$ cat config.mk
export PLATFORM = sky130hd
export DESIGN_NAME = branch_target_cache_prefetch
export DESIGN_NICKNAME = d
export VERILOG_FILES = /design/src/rtl/btc_pkg.sv /design/src/rtl/branch_target_cache_prefetch.sv
export VERILOG_INCLUDE_DIRS = /design/src /design/src/rtl
export SDC_FILE = /design/constraint.sdc
export NUM_CORES = 2
export LEC_CHECK = 0
export ABC_AREA = 1
export BUFFER_PORTS_ARGS = -buffer_cell sky130_fd_sc_hd__buf_2
export CORE_ASPECT_RATIO = 1.5
export CORE_MARGIN = 2
export CORE_UTILIZATION = 50
export CTS_BUF_LIST = sky130_fd_sc_hd__clkbuf_2 sky130_fd_sc_hd__clkbuf_4 sky130_fd_sc_hd__clkbuf_8
export CTS_CLUSTER_DIAMETER = 200
export DETAILED_ROUTE_END_ITERATION = 10
export PLACE_DENSITY_LB_ADDON = 0.12
export SLEW_MARGIN = 30
export SYNTH_ARGS = -nofsm -noshare
export SYNTH_HDL_FRONTEND = slang
export SYNTH_SLANG_ARGS = --single-unit
$ cat constraint.sdc
create_clock -name core_clk -period 9.5 [get_ports core_clk]
set_input_delay 0.95 -clock core_clk [delete_from_list [all_inputs] [get_ports core_clk]]
set_output_delay 0.95 -clock core_clk [all_outputs]
set_load 0.02 [all_outputs]
$ cat src/rtl/btc_consts.svh
// constants for the branch target cache and prefetch engine
`ifndef BTC_CONSTS_SVH
`define BTC_CONSTS_SVH
// ============================================================
// register map (byte offsets on the plain register port)
`define ADDR_CACHE_CONTROL 4'h0
`define ADDR_CACHE_TUNING 4'h1
`define ADDR_FLASH_CONTROL 4'h2
`define ADDR_CACHE_STATUS 4'h3
// cache_control_reg fields
`define CCTL_WRITE_PERMIT 7
`define CCTL_READ_ENABLE 6
`define CCTL_PREFETCH_ON 5
`define CCTL_EMPTY_CMD 4
`define CCTL_RESET 8'hE6
// cache_tuning_reg fields
`define CTUN_REPL_SELECT 3
`define CTUN_RESET 8'h00
// flash_memory_control fields: read strobe length at bit 4
`define FLCTL_STROBE_LEN 4
`define FLCTL_RESET 8'h00
// lfsr seed and taps (8-bit maximal)
`define LFSR_SEED 8'hA5
`define LFSR_TAPS 8'hB8
// ============================================================
// timing
`define CLK_MHZ 50
`define SLOW_CLK_MHZ 25
`define STROBE_LONG_CYCLES 2
`define STROBE_SHORT_CYCLES 1
`endif

$ cat src/rtl/btc_pkg.sv
// types shared by the branch target cache
package btc_pkg;
  typedef struct packed {
    logic valid;
    logic [12:0] tag;
  } tag_entry_type;
  typedef enum logic [1:0] {ST_IDLE, ST_STROBE, ST_DONE} fetch_state_type;
endpackage

$ cat src/rtl/branch_target_cache_prefetch.sv
// branch target cache with linear prefetch entry in front of program flash
`timescale 1ns/1ps
`include "btc_consts.svh"
// How it works
// [RQ1] thirty-two four-byte slots plus four-byte prefetch
// [RQ2] prefetch reads flash four bytes at time
// [RQ3] hit returns cached data same cycle; the registered answer comes one edge after the request
// [RQ4] miss stalls core at most four cycles
// [RQ5] miss data written into cache when permitted
// [RQ6] slots word aligned, tag upper thirteen bits
// [RQ7] only valid tags may match
// [RQ8] separate linear tag and slot for prefetch
// [RQ9] compare all valid tags, linear one included
// [RQ10] stall when address is group being read
// [RQ11] no match abandons prefetch, starts new one
// [RQ12] fill slot chosen by policy, mark valid
// [RQ13] select bit: zero rebound, one random
// [RQ14] rebound walks up then down, repeating
// [RQ15] empty command invalidates whole cache
// [RQ16] flash strobe one or two clocks long
// [RQ17] reset strobe length safe up to 25MHz
// [RQ18] flash active only while strobe asserted
// [RQ19] software slows clock before changing strobe
// [RQ20] prefetch_on zero disables prefetch engine
// [RQ21] flash write or erase invalidates matching entries
// [RQ22] empty command self clears, drops linear entry
// [RQ23] random victim from free running lfsr
module branch_target_cache_prefetch #(
  parameter int ENTRIES = 32,
  parameter int ADDR_W = 15
) (
  // clock and reset
  input wire logic core_clk,
  input wire logic resetn,
  // register port
  input wire logic [3:0] reg_addr,
  input wire logic [7:0] reg_wdata,
  input wire logic reg_write,
  input wire logic reg_read,
  output logic [7:0] reg_rdata,
  // core fetch port
  input wire logic fetch_req,
  input wire logic [ADDR_W-1:0] fetch_addr,
  output logic [31:0] fetch_data,
  output logic fetch_valid,
  output logic fetch_stall,
  // flash array
  output logic flash_strobe,
  output logic [ADDR_W-3:0] flash_word_addr,
  input wire logic [31:0] flash_rdata,
  // flash program/erase notice
  input wire logic flash_mod,
  input wire logic [ADDR_W-1:0] flash_mod_addr,
  input wire logic flash_mod_page,
  input wire logic [ADDR_W-1:0] flash_page_mask
);
  localparam int IDX_W = $clog2(ENTRIES);
  localparam int TAG_W = ADDR_W - 2;
  localparam int STROBE_CYC_MAX = `STROBE_LONG_CYCLES;
  localparam int STROBE_CYC_MIN = `STROBE_SHORT_CYCLES;

  // refuse geometries that the tag width and power-of-two victim index cannot serve
  if (ENTRIES < 2 || (1 << IDX_W) != ENTRIES || TAG_W != 13)
  begin : g_geometry_check
    $error("unsupported cache geometry");
  end

  // ============================================================
  // registers
  logic [7:0] cache_control_reg_r;
  logic [7:0] cache_tuning_reg_r;
  logic [7:0] flash_memory_control_r;
  wire cache_write_permit = cache_control_reg_r[`CCTL_WRITE_PERMIT];
  wire cache_read_en = cache_control_reg_r[`CCTL_READ_ENABLE];
  wire prefetch_on = cache_control_reg_r[`CCTL_PREFETCH_ON];
  wire replacement_select = cache_tuning_reg_r[`CTUN_REPL_SELECT];
  wire read_strobe_length = flash_memory_control_r[`FLCTL_STROBE_LEN];
  wire empty_cmd = reg_write && reg_addr == `ADDR_CACHE_CONTROL
    && reg_wdata[`CCTL_EMPTY_CMD]; // [RQ15]

  // register writes; empty command bit never stored so it reads zero
  always_ff @(posedge core_clk or negedge resetn)
  begin
    if (!resetn)
    begin
      cache_control_reg_r <= `CCTL_RESET;
      cache_tuning_reg_r <= `CTUN_RESET;
      flash_memory_control_r <= `FLCTL_RESET; // [RQ17]
    end
    else if (reg_write)
    begin
      unique case (reg_addr)
        `ADDR_CACHE_CONTROL: cache_control_reg_r <= reg_wdata & ~(8'h01 << `CCTL_EMPTY_CMD); // [RQ22]
        `ADDR_CACHE_TUNING: cache_tuning_reg_r <= reg_wdata;
        `ADDR_FLASH_CONTROL: flash_memory_control_r <= reg_wdata;
        default: ;
      endcase
    end
  end

  // ============================================================
  // tag store and slots
  btc_pkg::tag_entry_type tags_r [ENTRIES]; // [RQ1] [RQ6]
  logic [31:0] slots_r [ENTRIES];
  btc_pkg::tag_entry_type lin_tag_r; // [RQ8]
  logic [31:0] lin_slot_r;
  logic [IDX_W-1:0] victim_r;
  logic rebound_down_r;
  logic [7:0] lfsr_r;

  // word tag of a byte address
  function automatic logic [12:0] tag_of(input logic [ADDR_W-1:0] a);
    return a[ADDR_W-1:2];
  endfunction

  // true when tag matches a flash change (byte or page)
  function automatic logic hit_mod(input logic [12:0] t);
    logic [ADDR_W-1:0] base;
    base = {t, 2'b00};
    if (flash_mod_page)
      return (base & flash_page_mask) == (flash_mod_addr & flash_page_mask);
    return t == tag_of(flash_mod_addr);
  endfunction

  // ============================================================
  // lookup
  wire [12:0] req_tag = tag_of(fetch_addr);
  logic cache_hit;
  logic [31:0] cache_hit_data;
  always_comb
  begin
    cache_hit = 1'b0;
    cache_hit_data = 32'h0000_0000;
    for (int i = 0; i < ENTRIES; i++)
    begin
      if (tags_r[i].valid && tags_r[i].tag == req_tag && cache_read_en) // [RQ7] [RQ9]
      begin
        cache_hit = 1'b1;
        cache_hit_data = slots_r[i];
      end
    end
  end
  wire lin_hit = lin_tag_r.valid && lin_tag_r.tag == req_tag; // [RQ9]

  // ============================================================
  // fetch engine
  btc_pkg::fetch_state_type state_r;
  logic [12:0] busy_tag_r;
  logic [1:0] strobe_cnt_r;
  logic [2:0] stall_cnt_r;
  logic pending_r;
  wire in_flight = state_r == btc_pkg::ST_STROBE;
  wire same_group = in_flight && busy_tag_r == req_tag; // [RQ10]
  wire miss = fetch_req && !cache_hit && !lin_hit && !same_group;
  wire [1:0] strobe_len = read_strobe_length ? 2'(STROBE_CYC_MAX) : 2'(STROBE_CYC_MIN);
  wire strobe_end = in_flight && strobe_cnt_r == strobe_len - 2'd1;
  // the next word is read only once the core takes the linear word, so a
  // request still held after its answer finds that word in place
  wire lin_adv = prefetch_on && fetch_req && lin_hit && !in_flight; // [RQ20]

  // engine state: a miss restarts even mid-read, abandoning the old word
  always_ff @(posedge core_clk or negedge resetn)
  begin
    if (!resetn)
    begin
      state_r <= btc_pkg::ST_IDLE;
      busy_tag_r <= 13'h0000;
      strobe_cnt_r <= 2'h0;
      pending_r <= 1'b0;
    end
    else if (miss)
    begin
      state_r <= btc_pkg::ST_STROBE; // [RQ11]
      busy_tag_r <= req_tag;
      strobe_cnt_r <= 2'h0;
      pending_r <= 1'b1;
    end
    else if (lin_adv)
    begin
      state_r <= btc_pkg::ST_STROBE;
      busy_tag_r <= lin_tag_r.tag + 13'd1; // [RQ2]
      strobe_cnt_r <= 2'h0;
    end
    else if (in_flight && !strobe_end)
      strobe_cnt_r <= strobe_cnt_r + 2'd1; // [RQ16]
    else if (strobe_end)
    begin
      pending_r <= 1'b0;
      state_r <= btc_pkg::ST_IDLE;
    end
  end

  // flash strobe only during a read; array idles otherwise
  always_ff @(posedge core_clk or negedge resetn)
  begin
    if (!resetn)
    begin
      flash_strobe <= 1'b0;
      flash_word_addr <= '0;
    end
    else
    begin
      flash_strobe <= miss || lin_adv || (in_flight && !strobe_end); // [RQ18]
      flash_word_addr <= miss ? req_tag
        : (lin_adv ? lin_tag_r.tag + 13'd1 : busy_tag_r);
    end
  end

  // stall counter; with two-clock strobe the wait stays within four cycles
  always_ff @(posedge core_clk or negedge resetn)
  begin
    if (!resetn)
      stall_cnt_r <= 3'h0;
    else if (miss)
      stall_cnt_r <= 3'h1; // [RQ4]
    else if (in_flight && pending_r)
      stall_cnt_r <= stall_cnt_r + 3'h1;
  end

  // linear entry follows each completed word
  // a miss at the last strobe cycle cancels the capture, so abandoned words never land
  always_ff @(posedge core_clk or negedge resetn)
  begin
    if (!resetn)
    begin
      lin_tag_r <= '0;
      lin_slot_r <= 32'h0000_0000;
    end
    else if (empty_cmd)
      lin_tag_r.valid <= 1'b0; // [RQ22]
    else if (strobe_end && !miss)
    begin
      lin_tag_r <= '{valid: 1'b1, tag: busy_tag_r};
      lin_slot_r <= flash_rdata;
    end
    else if (flash_mod && hit_mod(lin_tag_r.tag))
      lin_tag_r.valid <= 1'b0; // [RQ21]
  end

  // ============================================================
  // fill of the branch target slots
  wire fill = strobe_end && !miss && pending_r && cache_write_permit; // [RQ5]
  integer k;
  always_ff @(posedge core_clk or negedge resetn)
  begin
    if (!resetn)
    begin
      for (k = 0; k < ENTRIES; k++)
      begin
        tags_r[k] <= '0;
        slots_r[k] <= 32'h0000_0000;
      end
    end
    else
    begin
      for (k = 0; k < ENTRIES; k++)
      begin
        if (empty_cmd)
          tags_r[k].valid <= 1'b0; // [RQ15]
        else if (fill && victim_r == IDX_W'(k))
        begin
          tags_r[k] <= '{valid: 1'b1, tag: busy_tag_r}; // [RQ12]
          slots_r[k] <= flash_rdata;
        end
        else if (flash_mod && hit_mod(tags_r[k].tag))
          tags_r[k].valid <= 1'b0; // [RQ21]
      end
    end
  end

  // free-running lfsr for the random policy
  always_ff @(posedge core_clk or negedge resetn)
  begin
    if (!resetn)
      lfsr_r <= `LFSR_SEED;
    else
      lfsr_r <= {lfsr_r[6:0], ^(lfsr_r & `LFSR_TAPS)}; // [RQ23]
  end

  // victim pointer: rebound bounces between ends, random takes lfsr bits
  always_ff @(posedge core_clk or negedge resetn)
  begin
    if (!resetn)
    begin
      victim_r <= '0;
      rebound_down_r <= 1'b0;
    end
    else if (replacement_select)
      victim_r <= lfsr_r[IDX_W-1:0]; // [RQ13] [RQ23]
    else if (fill)
    begin
      if (!rebound_down_r && victim_r == IDX_W'(ENTRIES - 1))
      begin
        rebound_down_r <= 1'b1;
        victim_r <= victim_r - 1'b1; // [RQ14]
      end
      else if (rebound_down_r && victim_r == '0)
      begin
        rebound_down_r <= 1'b0;
        victim_r <= victim_r + 1'b1;
      end
      else
        victim_r <= rebound_down_r ? victim_r - 1'b1 : victim_r + 1'b1; // [RQ13]
    end
  end

  // ============================================================
  // core answer, registered: data and valid one edge after a hitting request
  always_ff @(posedge core_clk or negedge resetn)
  begin
    if (!resetn)
    begin
      fetch_data <= 32'h0000_0000;
      fetch_valid <= 1'b0;
      fetch_stall <= 1'b0;
    end
    else
    begin
      fetch_valid <= fetch_req && (cache_hit || lin_hit); // [RQ3]
      fetch_data <= cache_hit ? cache_hit_data : lin_slot_r;
      fetch_stall <= fetch_req && !cache_hit && !lin_hit; // [RQ10]
    end
  end

  // read data one cycle after the strobe
  always_ff @(posedge core_clk or negedge resetn)
  begin
    if (!resetn)
      reg_rdata <= 8'h00;
    else if (reg_read)
    begin
      unique case (reg_addr)
        `ADDR_CACHE_CONTROL: reg_rdata <= cache_control_reg_r;
        `ADDR_CACHE_TUNING: reg_rdata <= cache_tuning_reg_r;
        `ADDR_FLASH_CONTROL: reg_rdata <= flash_memory_control_r;
        `ADDR_CACHE_STATUS: reg_rdata <= {in_flight, lin_tag_r.valid, 3'(stall_cnt_r), 3'h0};
        default: reg_rdata <= 8'h00;
      endcase
    end
    else
      reg_rdata <= 8'h00;
  end
endmodule // branch_target_cache_prefetch

-- Word-level counts from Yosys, hierarchy flattened
Cells that the tools add are included.
- bits of input ports: 96
- flip-flop bits (word level): 1619
- output and inout port bits: 56
- reduce and logical (&&, ||, !) cells: 240
- mux-type cells: 388
- add/sub/neg operators: 6
- bitwise gates (word level): 36
- eq/ne operators: 139
- operators by type and width (kind ; count):
    $mux 32 ; 33
    $eq 13x13->1 ; 67
    $and 15x15->15 ; 34
    $eq 15x15->1 ; 33
    $mux 1 ; 336
    $logic_and 1x1->1 ; 148
    $reduce_bool 3->1 ; 35
    $eq 5x5->1 const B ; 16
    $reduce_and 2->1 ; 37
    $eq 5x4->1 const B ; 8
    $pmux 8 s4 ; 1
    $mux 13 ; 2
    $mux 5 ; 5
    $eq 5x3->1 const B ; 4
    $mux 2 ; 8
    $add 13x1->13 const B ; 1
    $eq 5x2->1 const B ; 2
    $reduce_bool 2->1 ; 5
    $eq 4x2->1 const B ; 2
    $mux 8 ; 1
    $reduce_xor 8->1 ; 1
    $logic_not 1->1 ; 7
    $mux 3 ; 2
    $reduce_and 3->1 ; 2
    other kinds (15) ; 19

-- Depth between registers and ports, before layout
- depth in word-level cells: 53
- depth in mapped cells: 49

-- Least setup slack after synthesis
No wires, ideal clock.
- kind: input-to-reg
- start point: in fetch_addr[2]
- end point: reg slots_r[67] in the netlist's numbering
- buffers on the path: 5
- data required time: 9.375 ns
- path slack: 5.410 ns
- cell stages on the path: 23
- setup time: 0.125 ns
- arrival: 3.966 ns
- cell sequence: buf_2 > inv_2 > buf_6 > o22ai_1 > or4_1 > a211oi_2 > nand2_2 > nand2_1 > nor3_1 > and3_4 > nand2_2 > nor2_4 > nand2_4 > nand2_4 > inv_4 > nand3_4 > nor2_2 > inv_2 > buf_12 > nor2_2 > buf_4 > buf_6 > mux2_2
- longest elaborated chain between the ends: 45
- elaborated cells on any way between the ends: 144
- classes of those cells: 34 x eq/ne; 32 x mux; 78 x reduce/logical
- RTL lines (what ; RTL line ; text):
    start: declaration ; branch_target_cache_prefetch.sv:43 ; input wire logic [ADDR_W-1:0] fetch_addr,
    $eq 13x13->1 ; branch_target_cache_prefetch.sv:136 ; if (tags_r[i].valid && tags_r[i].tag == req_tag && cache_read_en)
    $logic_and 1x1->1 (2 in series) ; branch_target_cache_prefetch.sv:136 ;
    $mux 1 (32 in series) ; branch_target_cache_prefetch.sv:136 ;
    $logic_not 1->1 ; branch_target_cache_prefetch.sv:154 ; wire miss = fetch_req && !cache_hit && !lin_hit && !same_group;
    $logic_and 1x1->1 (2 in series) ; branch_target_cache_prefetch.sv:154 ;
    $logic_and 1x1->1 (*) ; branch_target_cache_prefetch.sv:154 ;
    $logic_not 1->1 (*) ; branch_target_cache_prefetch.sv:242 ; wire fill = strobe_end && !miss && pending_r && cache_write_permit;
    $logic_and 1x1->1 (*) (3 in series) ; branch_target_cache_prefetch.sv:242 ;
    $logic_and 1x1->1 (*) ; branch_target_cache_prefetch.sv:260 ; else if (fill && victim_r == IDX_W'(k))
    $reduce_and 2->1 (no source line) (*) ; - ;
    end signal: indexed assignment ; branch_target_cache_prefetch.sv:263 ; slots_r[k] <= flash_rdata;
    end: declaration ; branch_target_cache_prefetch.sv:104 ; logic [31:0] slots_r [ENTRIES];
Mark *: on every way between the ends. The rest lies on a longest branch, timed or not.
A chain may end at the register's enable or synchronous reset.

-- Worst setup path in the final report
- start point: in fetch_addr[5]
- end point: reg slots_r[430] in the netlist's numbering
The elaborated chain is that of the path after synthesis.

==> summary.md <==
| Metric | Value |
|---|---|
| Outcome | `completed` |
| First-pass iteration count of the detailed router | `7` |
| Initial antenna violation count | `16` |
| Highest clock rate | `152 MHz` |
| Pwr Total | `20200 µW` |
| GRT Residual Overflow | `0` |
| CP most frequent cell | `buf_4` |
| Syn_nets | `11600` |
| Syn avg cell area | `7.68 µm²` |
| Pre-CTS worst setup slack | `2.33 ns` |
| Mapped Area | `0.0886 mm²` |
| Clock root buffer | `clkbuf_8` |
| Worst R2R Path Depth | `22` |
| Final Hold Viols | `0` |
| Crit path time final | `6.57 ns` |
| Vias in the first global route | `77500` |
| Detail Placement HPWL | `205000 µm` |
| Final #Nets | `11500` |
| Synth warn | `0` |
| H-tree Lvls | `5` |
| Chip Height | `520 µm` |
| Setup violators final | `0` |
| Layout cells sized above 1 | `0.102` |
| TritonCTS Buffers | `283` |
| Die area | `0.181 mm²` |
| Ratio of final minimum period to clock period | `0.692` |
| CP max FO | `30` |
| Worst Setup Start Kind | `input port` |
| DR iter-0 viols | `9235` |
| Synth async-reset ratio | `1.00` |
| Worst setup margin | `2.93 ns` |
| RSZ-0062 raised after global routing | `no` |
| Pleak | `0.0472 µW` |
| DRC Markers | `0` |
| Register area share after synthesis | `0.457` |
| Worst Setup SP | `fetch_addr[5]` |
| Unique masters post-synth | `67` |
| Power per cell area | `209 mW/mm²` |
| Commonest non-fill, non-tap cell in the layout | `nand2_1` |
| Delay-heaviest family, CP | `simple AND/OR/NAND/NOR gates` |
| Fin area | `0.0963 mm²` |
| Worst slew margin | `0.214` |
| Crit-path slowest cell | `nor2_4` |
| CP bufs+invs | `7` |
| Max-Cap Viols | `0` |
| Largest net degree at the start of global routing | `167` |
| Worst slew pin tran | `1.18 ns` |
| Detailed-route wire length | `339000 µm` |
| Total GRT Usage | `0.374` |
| Most frequent cells in the layout | `nand2_1 (3017), o21ai_0 (1820), inv_1 (1813)` |
| Top Ports | `152` |
| First-pass GRT wire length | `502000 µm` |
| Clock buffer depth | `4` |
| Crit end category | `register` |
| Final Max Tran Viols | `0` |
| Yosys reg bits | `1618` |
| Die width | `348 µm` |
| Vias/cell | `5.78` |
| Worst r2r src | `cache_control_reg_r[6]` |
| Worst Hold Class | `in -> reg` |
| PostCTS Resize Cnt | `0` |
| Max stage delay on crit path | `0.72 ns` |
| Top FF cell, synth | `dfrtp_1` |
| Initial Utilization | `0.502` |
| Gpl congestion | `0.982` |
| Worst EP required | `10.40 ns` |
| Port buffer count | `149` |
| Placed Area | `0.0905 mm²` |
| Critical-path cell list | `buf_2 > inv_2 > buf_4 > o22ai_1 > nor4_1 > nor3b_1 > nand2_2 > nand2_1 > nor4_1 > and3_4 > nand2_2 > nor2_4 > nand2_4 > nand2_4 > inv_4 > nand3_4 > nor2_2 > inv_2 > buf_4 > nor2_4 > buf_4 > mux2_2` |
| CTS tree | `done` |
| Vias | `80000` |
| CP Depth | `22` |
| Post-route ant nets | `0` |
| Final core utilization | `0.546` |
| Worst-path clk slew | `0.06 ns` |
| FP Rows | `189` |
| Worst setup path endpoint | `slots_r[430]` |
| Peak supply drop | `190 µV` |
| Clock Sinks | `1618` |
| Core area | `0.176 mm²` |
| Skew final | `0.0795 ns` |
| Post-CTS setup buffer count | `0` |
| Wire length per cell | `24.5 µm` |
| Setup TNS | `0 ns` |
| R2R setup slack | `3.34 ns` |
| Number of synthesized flops with an enable pin | `0` |
| CP Class | `in -> reg` |
| Area Growth Syn to Fin | `8.63%` |
| Worst skew pair latency | `1.08 ns` |
| Post-Synthesis Cells | `11500` |
| Worst path arrival time | `7.48 ns` |
| RR Endpoint | `slots_r[430]` |
[metal layers]
layer | GRT usage | wire (µm) | vias to the layer above
met4 | 0.265 | 29300 | 14
met3 | 0.0928 | 32900 | 1537
met2 | 0.615 | 158000 | 4347
met1 | 0.425 | 119000 | 37900
met5 | 0 | 80 | -
li1 | - | - | 36200
[cell usage after synthesis, types with 54 or more instances]
cell type  number  share of area
a21oi_1        61         0.0034
buf_1          54         0.0023
buf_2         151         0.0085
buf_4          58         0.0049
clkbuf_1      528          0.022
dfrtp_1      1609           0.45
inv_1        1819          0.077
mux2_2        203          0.026
nand2_1      3030           0.13
nand3_1       148         0.0084
nand4_1        59         0.0042
nor2_1        229         0.0097
nor4_1        118         0.0083
o21ai_0      1820           0.10
o21ai_1       326          0.018
o22ai_1       264          0.019
xnor2_1       132          0.013
xor2_1        396          0.039
[per-stage QoR]
| step | hold WS, ns | instances |
|---|---|---|
| 6_report | 0.0892 | 13800 |
| 3_3_place_gp | 0.340 | 13400 |
| 4_1_cts | 0.0414 | 13800 |
| 3_5_place_dp | 0.361 | 13400 |
| 2_1_floorplan | 0.333 | 11500 |
| 5_1_grt | 0.0836 | 13800 |
[worst reg2reg max path: stages, from the launching register on]
cell      delay (ns)
dfstp_2         0.59
buf_4           0.51
nand2_1         0.12
a21oi_1         0.14
o221ai_1        0.17
nor4_2          0.67
nand2_2         0.08
buf_4           0.34
nand2_1         0.19
nor3_1          0.09
and3_4          0.25
nand2_2         0.11
nor2_4          0.05
nand2_4         0.20
nand2_4         0.09
inv_4           0.11
nand3_4         0.17
nor2_2          0.15
inv_2           0.15
buf_4           0.24
nor2_4          0.72
buf_4           0.50
mux2_2          0.40
[worst min path at each step]
stage / start / endpoint / slack [ns] / depth (start not counted)
2_1_floorplan: lfsr_r[6] / lfsr_r[7] / 0.33 / 0
3_3_place_gp: lfsr_r[6] / lfsr_r[7] / 0.34 / 0
3_5_place_dp: lfsr_r[1] / lfsr_r[2] / 0.36 / 0
4_1_cts: fetch_req / fetch_valid / 0.04 / 3
5_1_grt: fetch_req / fetch_valid / 0.08 / 3
6_report: fetch_req / fetch_valid / 0.09 / 3
[flip-flops by register name (all words and copies together), names as in the netlist]
name,flops
cache_control_reg_r,7
cache_tuning_reg_r,8
fetch_data,32
fetch_stall,1
fetch_valid,1
flash_memory_control_r,8
flash_strobe,1
flash_word_addr,13
lfsr_r,8
lin_slot_r,32
lin_tag_r,14
pending_r,1
rebound_down_r,1
reg_rdata,8
slots_r,1024
stall_cnt_r,3
state_r,1
strobe_cnt_r,2
tags_r,448
victim_r,5
[layout make-up]
type                            instances  area (µm²)
Antenna cell                           11        27.5
Clock buffer                          432        5390
Clock inverter                         30         235
Fill cell                           16700       80100
Inverter                             1852        6960
Multi-Input combinational cell       7228       37400
Sequential cell                      1618       40500
Tap cell                             2292        2870
Timing Repair Buffer                  376        2840
[power by group]
group	switching (µW)	internal, µW
Combinational	2790	1440
Sequential	918	8370
Clock	2970	3670
[kinds of logic after synthesis]
logic type                 after synthesis  share of synthesized area
and+or+nand+nor                       3708                      0.169
AOI/OAI and AO/OA                     2768                      0.171
buffers and inverters                 2686                      0.122
DFF                                   1618                      0.457
xor gates and xnor gates               528                     0.0522
muxes                                  215                     0.0273
adders and majority gates                9                    0.00127
[what timing repair did]
| action | 4_1_cts | 5_1_grt |
|---|---|---|
| endpoints found under the setup margin | 0 | 0 |
| hold buffers | 1 | 0 |
| hold endpoints to repair | 96 | 0 |
(Power assumes the default switching activity.)
